<file path="src/sdlfs_pkg.sv">
// Shared constants for the transceiver level, frequency and error-count register bank
package sdlfs_pkg;

	// ----------------------------------------
	// Register map
	// ----------------------------------------
	localparam logic [11:0] BASE_ADR = 12'h800;
	localparam logic [11:0] OFF_EC = 12'h030;
	localparam logic [11:0] OFF_FI = 12'h034;
	localparam logic [11:0] OFF_STAT = 12'h420;
	localparam logic [11:0] OFF_LEVEL_OVERRIDE_ENABLE = 12'h428;
	localparam logic [11:0] OFF_IRQ_ST = 12'h440;
	localparam logic [11:0] OFF_IRQ_MSK = 12'h444;

	// ----------------------------------------
	// Field layout
	// ----------------------------------------
	localparam int LVL_W = 5;
	localparam int TX_LSB = 26;
	localparam int LOS_LSB = 21;
	localparam int CMP_LSB = 16;
	localparam int LEVEL_OVERRIDE_ENABLE_BIT = 31;
	localparam int COUNT_W = 15;
	localparam int SCALE_BIT = 15;
	localparam int DITHER_BIT = 16;
	localparam int SCALE_SHIFT = 7;
	localparam int FREQ_W = 14;
	localparam int KEEP_W = 16;
	localparam int IRQ_W = 2;
	localparam int IRQ_ERR = 0;
	localparam int IRQ_OVF = 1;

	// ----------------------------------------
	// Reset values
	// ----------------------------------------
	localparam logic [4:0] STAT_TX_RST = 5'h10;
	localparam logic [4:0] STAT_LOS_RST = 5'h12;
	localparam logic [4:0] STAT_CMP_RST = 5'h00;
	localparam logic [4:0] LEVEL_OVERRIDE_ENABLE_LVL_RST = 5'h10;
	localparam logic STAT_RSVD_HI = 1'h1;
	localparam logic [15:0] STAT_RSVD_LO = 16'hFFFF;

endpackage : sdlfs_pkg

</file>
<file path="src/sdlfs_err_cnt.sv">
// Saturating error counter with x128 scaled reporting
`timescale 1ns/1ps
module sdlfs_err_cnt #(
	parameter int COUNT_W = 15,
	parameter int SCALE_SHIFT = 7
) (
	// Clock and reset
	input wire logic sys_clk,
	input wire logic nrst,
	// Control
	input wire logic err_hit,
	input wire logic clr,
	// Report
	output logic [COUNT_W-1:0] count,
	output logic scale
);

	localparam int RAW_W = COUNT_W + SCALE_SHIFT;

	typedef struct packed {
		logic [RAW_W-1:0] raw;
	} sdlfs_cnt_s;

	sdlfs_cnt_s st_r;
	sdlfs_cnt_s st_nxt;

	if (COUNT_W < 2 || SCALE_SHIFT < 1) $error("sdlfs_err_cnt widths too small");

	always_comb
	begin
		st_nxt = st_r;
		if (clr)
			st_nxt.raw = {{(RAW_W-1){1'b0}}, err_hit};
		else if (err_hit && !(&st_r.raw))
			st_nxt.raw = st_r.raw + {{(RAW_W-1){1'b0}}, 1'b1};
	end

	always_ff @(posedge sys_clk or negedge nrst)
	begin
		if (!nrst)
			st_r <= '0;
		else
			st_r <= st_nxt;
	end

	// Above the plain range the count is reported in units of 128
	assign scale = |st_r.raw[RAW_W-1:COUNT_W];
	assign count = scale ? st_r.raw[RAW_W-1:SCALE_SHIFT] : st_r.raw[COUNT_W-1:0];

endmodule : sdlfs_err_cnt

</file>
<file path="src/sdlfs_regs.sv">
// Wishbone register bank: error counter, frequency readout, level status and override
//
// Behaviour
// - Each register sits at the transceiver base 0x800 plus its own offset.
// - The error counter register shows the error count in bits 14:0.
// - With the scale flag at 1 the count is in units of 128 errors, at 0 it is unscaled.
// - Scale flag 1 together with an all-ones count signals counter overflow.
// - Error counter reads are pipelined, so a read returns the value caught by the read before it.
// - Every second read of the error counter clears it; the count may move between reads.
// - The frequency field reports a signed offset in 1.526 ppm units in bits 13:1.
// - Frequency value and its dither bit may need a repeated read to settle.
// - Level status follows the transceiver inputs and is not in force while override is on.
// - Level status holds read-only transmit, signal-loss and comparator levels with their reset values.
// - Override enable in bit 31 makes the override levels replace the status levels; it resets to 0.
// - The override register holds writable levels at 30:26, 25:21, 20:16, each resetting to 0x10.
`timescale 1ns/1ps
module sdlfs_regs (
	// Clock and reset
	input wire logic sys_clk,
	input wire logic nrst,
	// Wishbone slave
	input wire logic wb_cyc_i,
	input wire logic wb_stb_i,
	input wire logic wb_we_i,
	input wire logic [11:0] wb_adr_i,
	input wire logic [3:0] wb_sel_i,
	input wire logic [31:0] wb_dat_i,
	output logic [31:0] wb_dat_o,
	output logic wb_ack_o,
	// Transceiver inputs
	input wire logic err_hit,
	input wire logic phase_dither_bit,
	input wire logic [12:0] freq_offset_value,
	input wire logic freq_dither_bit,
	input wire logic [4:0] tx_level_in,
	input wire logic [4:0] signal_loss_level_in,
	input wire logic [4:0] scan_comparator_level_in,
	// Applied levels
	output logic [4:0] tx_level_out,
	output logic [4:0] signal_loss_level_out,
	output logic [4:0] scan_comparator_level_out,
	// Interrupt
	output logic irq_o
);

	// ----------------------------------------
	// State
	// ----------------------------------------
	localparam int SYNC_W = 1 + sdlfs_pkg::FREQ_W + 3 * sdlfs_pkg::LVL_W;
	localparam logic [SYNC_W-1:0] SYNC_RST = {1'b0, 14'h0000, sdlfs_pkg::STAT_TX_RST,
		sdlfs_pkg::STAT_LOS_RST, sdlfs_pkg::STAT_CMP_RST};

	typedef struct packed {
		logic ack;
		logic [31:0] dat;
		logic [16:0] snap;
		logic rd_odd;
		logic level_override_enable;
		logic [4:0] level_override_enable_tx;
		logic [4:0] level_override_enable_los;
		logic [4:0] level_override_enable_cmp;
		logic [15:0] preserve_on_write_bits;
		logic [1:0] irq_st;
		logic [1:0] irq_msk;
		logic ovf_prev;
		logic [4:0] tx_o;
		logic [4:0] los_o;
		logic [4:0] cmp_o;
	} sdlfs_regs_s;

	localparam sdlfs_regs_s ST_RST = '{
		level_override_enable_tx: sdlfs_pkg::LEVEL_OVERRIDE_ENABLE_LVL_RST,
		level_override_enable_los: sdlfs_pkg::LEVEL_OVERRIDE_ENABLE_LVL_RST,
		level_override_enable_cmp: sdlfs_pkg::LEVEL_OVERRIDE_ENABLE_LVL_RST,
		tx_o: sdlfs_pkg::STAT_TX_RST,
		los_o: sdlfs_pkg::STAT_LOS_RST,
		cmp_o: sdlfs_pkg::STAT_CMP_RST,
		default: '0
	};

	sdlfs_regs_s st_r;
	sdlfs_regs_s st_nxt;

	logic [SYNC_W-1:0] sync_q;
	logic sy_pdither;
	logic [13:0] sy_freq;
	logic [4:0] sy_tx;
	logic [4:0] sy_los;
	logic [4:0] sy_cmp;
	logic [14:0] cnt_val;
	logic cnt_scale;
	logic cnt_ovf;
	logic cnt_clr;
	logic req;
	logic [31:0] rdata;
	logic [31:0] wmask;
	logic [31:0] wval;
	logic [1:0] evt;

	// ----------------------------------------
	// Input synchroniser and error counter
	// ----------------------------------------
	sdlfs_sync #(
		.W(SYNC_W),
		.RST(SYNC_RST)
	) u_sync (
		.sys_clk(sys_clk),
		.nrst(nrst),
		.d({phase_dither_bit, freq_offset_value, freq_dither_bit, tx_level_in,
			signal_loss_level_in, scan_comparator_level_in}),
		.q(sync_q)
	);

	assign {sy_pdither, sy_freq, sy_tx, sy_los, sy_cmp} = sync_q;

	sdlfs_err_cnt #(
		.COUNT_W(sdlfs_pkg::COUNT_W),
		.SCALE_SHIFT(sdlfs_pkg::SCALE_SHIFT)
	) u_cnt (
		.sys_clk(sys_clk),
		.nrst(nrst),
		.err_hit(err_hit),
		.clr(cnt_clr),
		.count(cnt_val),
		.scale(cnt_scale)
	);

	assign cnt_ovf = cnt_scale & (&cnt_val);

	// ----------------------------------------
	// Next state
	// ----------------------------------------
	always_comb
	begin
		st_nxt = st_r;
		req = wb_cyc_i & wb_stb_i & ~st_r.ack;
		wmask = {{8{wb_sel_i[3]}}, {8{wb_sel_i[2]}}, {8{wb_sel_i[1]}}, {8{wb_sel_i[0]}}};
		wval = wb_dat_i & wmask;
		rdata = 32'h0000_0000;
		cnt_clr = 1'b0;
		evt = {cnt_ovf & ~st_r.ovf_prev, err_hit};
		st_nxt.ack = req;
		st_nxt.ovf_prev = cnt_ovf;
		// Applied levels come from override when enabled
		st_nxt.tx_o = st_r.level_override_enable ? st_r.level_override_enable_tx : sy_tx;
		st_nxt.los_o = st_r.level_override_enable ? st_r.level_override_enable_los : sy_los;
		st_nxt.cmp_o = st_r.level_override_enable ? st_r.level_override_enable_cmp : sy_cmp;
		st_nxt.irq_st = st_r.irq_st | evt;
		if (req && wb_adr_i == 12'(sdlfs_pkg::BASE_ADR + sdlfs_pkg::OFF_EC))
		begin
			rdata = {15'h0000, st_r.snap};
			if (!wb_we_i)
			begin
				st_nxt.snap = {sy_pdither, cnt_scale, cnt_val};
				st_nxt.rd_odd = ~st_r.rd_odd;
				cnt_clr = st_r.rd_odd;
			end
		end
		else if (req && wb_adr_i == 12'(sdlfs_pkg::BASE_ADR + sdlfs_pkg::OFF_FI))
			rdata = {18'h00000, sy_freq};
		else if (req && wb_adr_i == 12'(sdlfs_pkg::BASE_ADR + sdlfs_pkg::OFF_STAT))
			rdata = {sdlfs_pkg::STAT_RSVD_HI, sy_tx, sy_los, sy_cmp, sdlfs_pkg::STAT_RSVD_LO};
		else if (req && wb_adr_i == 12'(sdlfs_pkg::BASE_ADR + sdlfs_pkg::OFF_LEVEL_OVERRIDE_ENABLE))
		begin
			rdata = {st_r.level_override_enable, st_r.level_override_enable_tx, st_r.level_override_enable_los, st_r.level_override_enable_cmp,
				st_r.preserve_on_write_bits};
			if (wb_we_i)
			begin
				if (wb_sel_i[3])
					st_nxt.level_override_enable = wb_dat_i[sdlfs_pkg::LEVEL_OVERRIDE_ENABLE_BIT];
				if (wb_sel_i[3])
					st_nxt.level_override_enable_tx = wb_dat_i[sdlfs_pkg::TX_LSB +: sdlfs_pkg::LVL_W];
				if (wb_sel_i[3] && wb_sel_i[2])
					st_nxt.level_override_enable_los = wb_dat_i[sdlfs_pkg::LOS_LSB +: sdlfs_pkg::LVL_W];
				if (wb_sel_i[2])
					st_nxt.level_override_enable_cmp = wb_dat_i[sdlfs_pkg::CMP_LSB +: sdlfs_pkg::LVL_W];
				st_nxt.preserve_on_write_bits = (st_r.preserve_on_write_bits & ~wmask[15:0])
					| wval[15:0];
			end
		end
		else if (req && wb_adr_i == 12'(sdlfs_pkg::BASE_ADR + sdlfs_pkg::OFF_IRQ_ST))
		begin
			rdata = {30'h0000_0000, st_r.irq_st};
			if (wb_we_i)
				st_nxt.irq_st = (st_r.irq_st & ~wval[1:0]) | evt;
		end
		else if (req && wb_adr_i == 12'(sdlfs_pkg::BASE_ADR + sdlfs_pkg::OFF_IRQ_MSK))
		begin
			rdata = {30'h0000_0000, st_r.irq_msk};
			if (wb_we_i)
				st_nxt.irq_msk = (st_r.irq_msk & ~wmask[1:0]) | wval[1:0];
		end
		st_nxt.dat = (req && !wb_we_i) ? rdata : 32'h0000_0000;
	end

	// ----------------------------------------
	// Registers
	// ----------------------------------------
	always_ff @(posedge sys_clk or negedge nrst)
	begin
		if (!nrst)
			st_r <= ST_RST;
		else
			st_r <= st_nxt;
	end

	assign wb_ack_o = st_r.ack;
	assign wb_dat_o = st_r.dat;
	assign tx_level_out = st_r.tx_o;
	assign signal_loss_level_out = st_r.los_o;
	assign scan_comparator_level_out = st_r.cmp_o;
	assign irq_o = |(st_r.irq_st & st_r.irq_msk);

	// ----------------------------------------
	// Checks
	// ----------------------------------------
	a_ack_next_cycle: assert property (@(posedge sys_clk) disable iff (!nrst)
		(wb_cyc_i && wb_stb_i && !wb_ack_o) |=> wb_ack_o ##1 !wb_ack_o)
		else $error("ack not one cycle after request");

	a_stat_read: assert property (@(posedge sys_clk) disable iff (!nrst)
		(req && !wb_we_i && wb_adr_i == 12'hC20) |=> (wb_dat_o[31] && wb_dat_o[15:0] == 16'hFFFF
		&& wb_dat_o[30:26] == $past(sy_tx) && wb_dat_o[25:21] == $past(sy_los)))
		else $error("level status read data wrong");

	a_ec_stale: assert property (@(posedge sys_clk) disable iff (!nrst)
		(req && !wb_we_i && wb_adr_i == 12'h830) |=> (wb_dat_o[16:0] == $past(st_r.snap)
		&& wb_dat_o[31:17] == 15'h0000))
		else $error("error counter read not pipelined");

	a_ec_clear: assert property (@(posedge sys_clk) disable iff (!nrst)
		cnt_clr |=> (cnt_val == 15'h0000 && !cnt_scale) || (cnt_val == 15'h0001 && $past(err_hit)))
		else $error("second read did not clear counter");

	a_ovf_hold: assert property (@(posedge sys_clk) disable iff (!nrst)
		(cnt_ovf && !cnt_clr) |=> cnt_ovf [*1])
		else $error("overflow indication lost without clear");

	a_fi_read: assert property (@(posedge sys_clk) disable iff (!nrst)
		(req && !wb_we_i && wb_adr_i == 12'h834) |=> (wb_dat_o[13:0] == $past(sy_freq)
		&& wb_dat_o[31:14] == 18'h00000))
		else $error("frequency readout wrong");

	a_level_override_enable_apply: assert property (@(posedge sys_clk) disable iff (!nrst)
		st_r.level_override_enable |=> tx_level_out == $past(st_r.level_override_enable_tx))
		else $error("override level not applied");

	a_lvl_follow: assert property (@(posedge sys_clk) disable iff (!nrst)
		!st_r.level_override_enable |=> (signal_loss_level_out == $past(sy_los)
		&& scan_comparator_level_out == $past(sy_cmp)))
		else $error("status level not applied");

	a_level_override_enable_write: assert property (@(posedge sys_clk) disable iff (!nrst)
		(req && wb_we_i && wb_sel_i == 4'hF && wb_adr_i == 12'hC28) |=>
		(st_r.level_override_enable_los == $past(wb_dat_i[25:21]) && st_r.level_override_enable_cmp == $past(wb_dat_i[20:16])))
		else $error("override fields not written");

	a_irq_set: assert property (@(posedge sys_clk) disable iff (!nrst)
		(err_hit && st_r.irq_msk[0] && !(req && wb_we_i && wb_adr_i == 12'hC44))
		|=> irq_o && st_r.irq_st[0])
		else $error("error event did not raise interrupt");

	a_ack_single: assert property (@(posedge sys_clk) disable iff (!nrst)
		wb_ack_o |=> !wb_ack_o)
		else $error("ack held longer than one cycle");

	a_wr_no_data: assert property (@(posedge sys_clk) disable iff (!nrst)
		(req && wb_we_i) |=> (wb_ack_o && wb_dat_o == 32'h0000_0000))
		else $error("write cycle returned data");

	a_unmapped_zero: assert property (@(posedge sys_clk) disable iff (!nrst)
		(req && !wb_we_i && wb_adr_i[11:8] == 4'h9) |=> (wb_ack_o && wb_dat_o == 32'h0000_0000))
		else $error("unmapped read returned data");

	a_ec_capture: assert property (@(posedge sys_clk) disable iff (!nrst)
		(req && !wb_we_i && wb_adr_i == 12'h830) |=> (st_r.snap == {$past(sy_pdither), $past(cnt_scale),
		$past(cnt_val)}))
		else $error("error counter snapshot wrong");

	a_ec_even_clear: assert property (@(posedge sys_clk) disable iff (!nrst)
		(req && !wb_we_i && wb_adr_i == 12'h830 && st_r.rd_odd && !err_hit) |=>
		(cnt_val == 15'h0000 && !cnt_scale))
		else $error("second read left counter set");

	a_cnt_step: assert property (@(posedge sys_clk) disable iff (!nrst)
		(err_hit && !cnt_clr && !cnt_scale && cnt_val != 15'h7FFF) |=> (!cnt_scale
		&& cnt_val == $past(cnt_val) + 15'h0001))
		else $error("unscaled count did not step by one");

	a_cnt_steady: assert property (@(posedge sys_clk) disable iff (!nrst)
		(!err_hit && !cnt_clr) |=> ($stable(cnt_val) && $stable(cnt_scale)))
		else $error("count moved without an error");

	a_scale_enter: assert property (@(posedge sys_clk) disable iff (!nrst)
		(err_hit && !cnt_clr && !cnt_scale && cnt_val == 15'h7FFF) |=> (cnt_scale && cnt_val == 15'h0100))
		else $error("scaled reporting not entered");

	a_level_override_enable_rest: assert property (@(posedge sys_clk) disable iff (!nrst)
		st_r.level_override_enable |=> (signal_loss_level_out == $past(st_r.level_override_enable_los)
		&& scan_comparator_level_out == $past(st_r.level_override_enable_cmp)))
		else $error("override levels not applied");

	a_tx_follow: assert property (@(posedge sys_clk) disable iff (!nrst)
		!st_r.level_override_enable |=> tx_level_out == $past(sy_tx))
		else $error("status transmit level not applied");

	a_irq_clear: assert property (@(posedge sys_clk) disable iff (!nrst)
		(req && wb_we_i && wb_adr_i == 12'hC40 && wb_sel_i[0] && wb_dat_i[0] && !err_hit) |=> !st_r.irq_st[0])
		else $error("status bit not cleared by write");

endmodule : sdlfs_regs

</file>
<file path="src/sdlfs_sync.sv">
// Two-stage synchroniser for a bundle of transceiver inputs
`timescale 1ns/1ps
module sdlfs_sync #(
	parameter int W = 30,
	parameter logic [W-1:0] RST = '0
) (
	// Clock and reset
	input wire logic sys_clk,
	input wire logic nrst,
	// Data
	input wire logic [W-1:0] d,
	output logic [W-1:0] q
);

	typedef struct packed {
		logic [W-1:0] s1;
		logic [W-1:0] s2;
	} sdlfs_sync_s;

	sdlfs_sync_s st_r;
	sdlfs_sync_s st_nxt;

	if (W < 1) $error("sdlfs_sync width must be positive");

	always_comb
	begin
		st_nxt.s1 = d;
		st_nxt.s2 = st_r.s1;
	end

	always_ff @(posedge sys_clk or negedge nrst)
	begin
		if (!nrst)
			st_r <= {RST, RST};
		else
			st_r <= st_nxt;
	end

	assign q = st_r.s2;

endmodule : sdlfs_sync
</file>
<file path="config.mk">
export PLATFORM = sky130hd
export DESIGN_NAME = sdlfs_regs
export DESIGN_NICKNAME = d
export VERILOG_FILES = /design/src/sdlfs_pkg.sv /design/src/sdlfs_err_cnt.sv /design/src/sdlfs_regs.sv /design/src/sdlfs_sync.sv
export SDC_FILE = /design/constraint.sdc
export NUM_CORES = 1
export LEC_CHECK = 0
export ABC_CLOCK_PERIOD_IN_PS = 2300
export BUFFER_PORTS_ARGS = -buffer_cell sky130_fd_sc_hd__buf_2
export CAP_MARGIN = 10
export CORE_UTILIZATION = 30
export DETAILED_ROUTE_END_ITERATION = 7
export GPL_TIMING_DRIVEN = 0
export SETUP_SLACK_MARGIN = 0.02
export SYNTH_ARGS = -nofsm -noshare
export SYNTH_HDL_FRONTEND = slang
export SYNTH_SLANG_ARGS = --single-unit
</file>
<file path="constraint.sdc">
create_clock -name sys_clk -period 2.3 [get_ports sys_clk]
set_clock_uncertainty 0.05 [all_clocks]
set_input_delay 0.23 -clock sys_clk [delete_from_list [all_inputs] [get_ports sys_clk]]
set_output_delay 0.23 -clock sys_clk [all_outputs]
set_load 0.01 [all_outputs]
</file>
# After elaboration in Yosys (flattened, before gate mapping)
# Cells that the tools add are included.
# totals
regBits	185
in_bits	84
out_inout_bits	49
elab_cells	96
# classes
add_sub_neg	1
n_eq_ne	6
n_mux	24
bitwise_logic	25
reduce_logical	22
# ops
op	n
$mux 32	5
$eq 12x12->1 const B	6
$mux 22	2
$and 16x16->16	2
$add 22x1->22 const B	1
$reduce_and 22->1	1
$reduce_and 6->1	3
$mux 4	4
$not 16->16	1
$or 16x16->16	1
$mux 15	1
$mux 5	3
$reduce_and 15->1	1
$mux 2	7
$logic_and 1x1->1	9
$not 1->1	9
$reduce_and 7->1	1
$reduce_or 7->1	1
$and 2x2->2	3
$or 2x2->2	3
$reduce_and 5->1	1
$and 1x1->1	4
$not 2->2	2
$logic_not 1->1	2
other kinds (4)	5

# Depth between registers and ports, before layout
# logic_depth
ltp_word	12
ltp_mapped	8
mapped_depth_nobuf	6

# Cells and area by module
# From an unflattened synthesis, not the netlist that was laid out.
# hier_totals
hier_cells	604
area_unflattened_um2	7861.3
# modules_own_cells
mod	n_inst	cells_each	area_each_um2	seq_area_each_um2
sdlfs_regs	1	385	4785.8	2585.0
sdlfs_err_cnt	1	159	1566.5	550.5
sdlfs_sync	1	60	1508.9	1508.9

# Least setup slack after synthesis
# No wires, ideal clock.
# synth_path
kind	reg2reg
startpoint	register u_cnt.st_r[20] (netlist name)
endpoint	register st_r[60] (netlist name)
setup_time_ns	0.118
t_arrival_ns	1.940
required_time_ns	2.132
path_slack_ns	0.191
path_stages_with_launch	8
n_path_buf	2
period_less_slack_ns	2.109
path_cell_list	dfrtp_1 -> or4_1 -> nor4_2 -> buf_2 -> clkbuf_1 -> nor2_1 -> a21oi_1 -> o21ai_2
# synth_between
elab_chain_len	2
# synth_lines
item	line_no	source
start: declaration	sdlfs_err_cnt.sv:24	sdlfs_cnt_s st_r;
start signal: assignment	sdlfs_err_cnt.sv:43	st_r <= st_nxt;
$reduce_or 7->1	sdlfs_err_cnt.sv:47	assign scale = |st_r.raw[RAW_W-1:COUNT_W];
$mux 15	sdlfs_err_cnt.sv:48	assign count = scale ? st_r.raw[RAW_W-1:SCALE_SHIFT] : st_r.raw[COUNT_W-1:0];
end signal: assignment	sdlfs_regs.sv:204	st_r <= st_nxt;
end: declaration	sdlfs_regs.sv:81	sdlfs_regs_s st_r;
# No other way between the ends.
# A chain may end at the register's enable or synchronous reset.

# Final worst setup path
# layout_path
startpoint	register u_cnt.st_r[7] (netlist name)
endpoint	register u_cnt.st_r[0] (netlist name)
# layout_between
elab_chain_len	4
# layout_lines
item	line_no	source
$reduce_and 22->1	sdlfs_err_cnt.sv:34	else if (err_hit && !(&st_r.raw))
$logic_not 1->1	sdlfs_err_cnt.sv:34	
$logic_and 1x1->1	sdlfs_err_cnt.sv:34	
$reduce_bool 2->1 (no source line)	-	
# No other way between the ends.

==> metrics.md <==
| Metric | Value |
|---|---|
| Outcome | `complete, no violations` |
| Worst Setup SP | `u_cnt.st_r[7]$_DFFE_PN0P_` |
| Worst Path Required | `2580 ps` |
| Maximum number of pins on one net before global-route repair | `113` |
| Total routed wirelength | `18800 um` |
| Reg2Reg Depth | `7` |
| DIE WIDTH | `163 um` |
| Max FO, Critical Path | `9` |
| Core Region | `0.0253 mm^2` |
| Worst relative slew slack | `52.3%` |
| Die Height | `163 um` |
| Initial DRC Count | `416` |
| Clock buffer depth | `2` |
| Synthesis-to-layout area growth | `31.4%` |
| Vias | `5676` |
| VDD IR max | `0.560 mV` |
| Global-route wire length before repair | `30000 um` |
| Post-synth top area share | `55.9%` |
| Final worst path period need | `2160 ps` |
| Synth top area cells | `dfrtp_1, mux2_2, buf_4, dfstp_2, nand2_1` |
| Initial antenna violation count | `1` |
| Synthesized area per cell | `12.0 um^2` |
| Setup crit start kind | `flop` |
| Reg-to-Reg Start | `u_cnt.st_r[7]$_DFFE_PN0P_` |
| Sinks on Clock Net | `185` |
| Yosys cell types | `68` |
| CP Capture Type | `flop` |
| Total Routing Usage GR | `14.9%` |
| EDFF count, synth | `0` |
| Routed len/inst | `15.6 um` |
| Max Freq | `0.462 GHz` |
| Non-Filler Instances | `1207` |
| CTS HTree Levels | `4` |
| Fraction of the yosys area taken by sequential cells | `60.0%` |
| DIE AREA | `0.0265 mm^2` |
| Async SR Flop Fraction | `100%` |
| Min-Delay Startpoint | `wb_dat_i[0]` |
| Port Buffers | `131` |
| Clk slew on worst S/H paths | `70 ps` |
| Gr ovfl total | `0` |
| Sequential cell area | `0.00464 mm^2` |
| Final worst path period share | `94.1%` |
| Share of post-route cells with drive strength above 1 | `38.8%` |
| Yosys top cell by area | `dfrtp_1` |
| I/O pin cnt | `133` |
| Fill count | `2411` |
| # Max-Cap Violations | `0` |
| DRC Markers | `0` |
| Post-Syn Area | `0.00774 mm^2` |
| RSZ-0062 raised after global routing | `true` |
| Post-DP HPWL | `13100 um` |
| Synthesis Warnings | `0` |
| Cts bufs inserted | `17` |
| Fin area | `0.0102 mm^2` |
| Leakage power | `0.00473 uW` |
| CTS tree | `yes` |
| Data arrival, critical path | `2450 ps` |
| Power Dens Cells | `674 mW/mm^2` |
| Syn Inst Count | `644` |
| FP Rows | `58` |
| Synth Flop Type | `dfrtp_1` |
| Hold Path Depth | `2` |
| Final core occ | `40.3%` |
| Worst-margin pin slew | `706 ps` |
| Terminus of the critical flop-to-flop path | `u_cnt.st_r[0]$_DFFE_PN0P_` |
| Crit Path Class | `flop to flop` |
| Footprint of the multi-input gates | `0.00257 mm^2` |
| Pre-Repair DR Iteration Count | `5` |
| Vias in the first global route | `5665` |
| Final nets | `948` |
| Reg2reg setup slack | `140 ps` |
| Syn_nets | `729` |
| GPL Wtd Cong | `0.888` |
| Placed cells | `1106` |
| Fin. Hold Viols | `0` |
| Antenna-violating nets left | `0` |
| Cell Area, Placed | `0.00885 mm^2` |
| Worst skew pair latency | `440 ps` |
| Slew Limit Fails | `0` |
| Clock root cell | `clkbuf_16` |
| Seq cells post-synth | `185` |
| Vias per Instance | `4.70` |
| Hold WC Path Type | `input pin to flop` |
| Final setup viols | `0` |
| Initial core utilization | `30.7%` |
[power by group]
| part | total, uW | switching [uW] | internal, uW |
|---|---|---|---|
| clock network | 2880 | 1340 | 1530 |
| logic | 526 | 278 | 248 |
| registers | 3450 | 82.9 | 3370 |
| total | 6860 | 1700 | 5150 |
[worst max-delay path, cell delays in order, from the launching register on]
cell       delay, ps
dfrtp_1          320
clkbuf_2         210
nand4_1          170
or3_1            370
clkbuf_1         230
o31ai_4          370
o2bb2ai_1        110
a31o_2           210
[state kept, by name, summed over array words and instances (netlist names), named ones only]
register and flops:
scan_comparator_level_out 5, signal_loss_level_out 5, st_r 37, tx_level_out 5, u_cnt.st_r 22, u_sync.q 30, u_sync.st_nxt 30, wb_ack_o 1
wb_dat_o 32
[cells in the final DEF (no fill, tap or decap), drive strengths merged, types with 6 or more instances in the layout]
master and count:
a21oi 31, a22oi 15, and4 6, buf 206, clkbuf 33, dfrtp 173, dfstp 12, dlygate4sd3 61
inv 14, mux2 50, mux2i 10, nand2 55, nand3 14, nand4 12, nor2 38, nor3 7
o21ai 53, or3 6
[through the flow]
stage                     worst slack, ps  hold slack, ps  TNS (ps)  power [uW]
final                                 136            21.2         0        6860
after global routing                 9.05            13.8         0        7140
after CTS                            28.4            7.51         0        6940
after detailed placement             -394             191    -11730        3950
after global placement              -2080             282   -379630        3940
after floorplan                       191            -116         0        3700
[cell families after synthesis]
kind of cell	Yosys count	synth area share, %
AO/OA/AOI/OAI	129	10.9
buffers and inverters	89	7.56
adder cells (fa/ha/maj)	1	0.162
AND/OR/NAND/NOR	172	12.0
XOR/XNOR	8	0.905
multiplexers	60	8.56
flip-flops	185	60.0
[cell type report]
| type | instances | area share (%) |
|---|---|---|
| repair buffers | 203 | 13.6 |
| multi-input cells | 370 | 25.3 |
| inverters | 6 | 0.221 |
| well taps | 330 | 4.06 |
| diodes | 1 | 0.0246 |
| clock inverters | 15 | 1.54 |
| plain buffers | 80 | 5.50 |
| flip-flops and latches | 185 | 45.7 |
| clock buffers | 17 | 4.18 |
[timing repair]
action	in CTS	in global routing
gates resized for setup	5	14
setup endpoints to repair	13	45
setup buffers	0	10
hold buffers	61	0
endpoints found under the hold margin	133	0
pin swaps	0	1
[worst max-delay path by stage]
stage | to | slack, ps
2_1_floorplan | st_r[60]$_DFFE_PN0P_ | 190
3_3_place_gp | u_sync.st_nxt[22]$_DFF_PN0_ | -2080
4_1_cts | u_cnt.st_r[13]$_DFFE_PN0P_ | 30
6_report | u_cnt.st_r[0]$_DFFE_PN0P_ | 140
5_1_grt | flop | 9
3_5_place_dp | st_r[38]$_DFFE_PN0P_ | -390
[Yosys cell counts (3+ instances only)]
cell	number
o311ai_0	3
mux2_2	50
and4_1	6
dfrtp_1	173
o21ai_0	36
o21ai_2	14
nand2b_1	5
nand2_1	54
nor2_1	36
inv_1	6
xnor2_1	3
or3_1	6
buf_4	47
nand4_1	12
dfstp_2	12
clkbuf_1	18
nor3_1	7
nor4bb_1	3
a21oi_1	31
o2111ai_1	4
a31o_2	3
a22oi_1	15
nand3_1	13
buf_6	6
buf_2	10
o21ai_1	3
nor4_1	3
xor2_1	5
and3_1	4
mux2i_1	10
[routing by layer]
layer	track usage, %	wire, um	share of wire, %
met2	24.6	9350	50
met4	4.59	300	1.6
met3	3.72	967	5.1
met1	19.1	8170	43
met5	0	0	0
No activity file was read; power rests on OpenSTA's default activity.
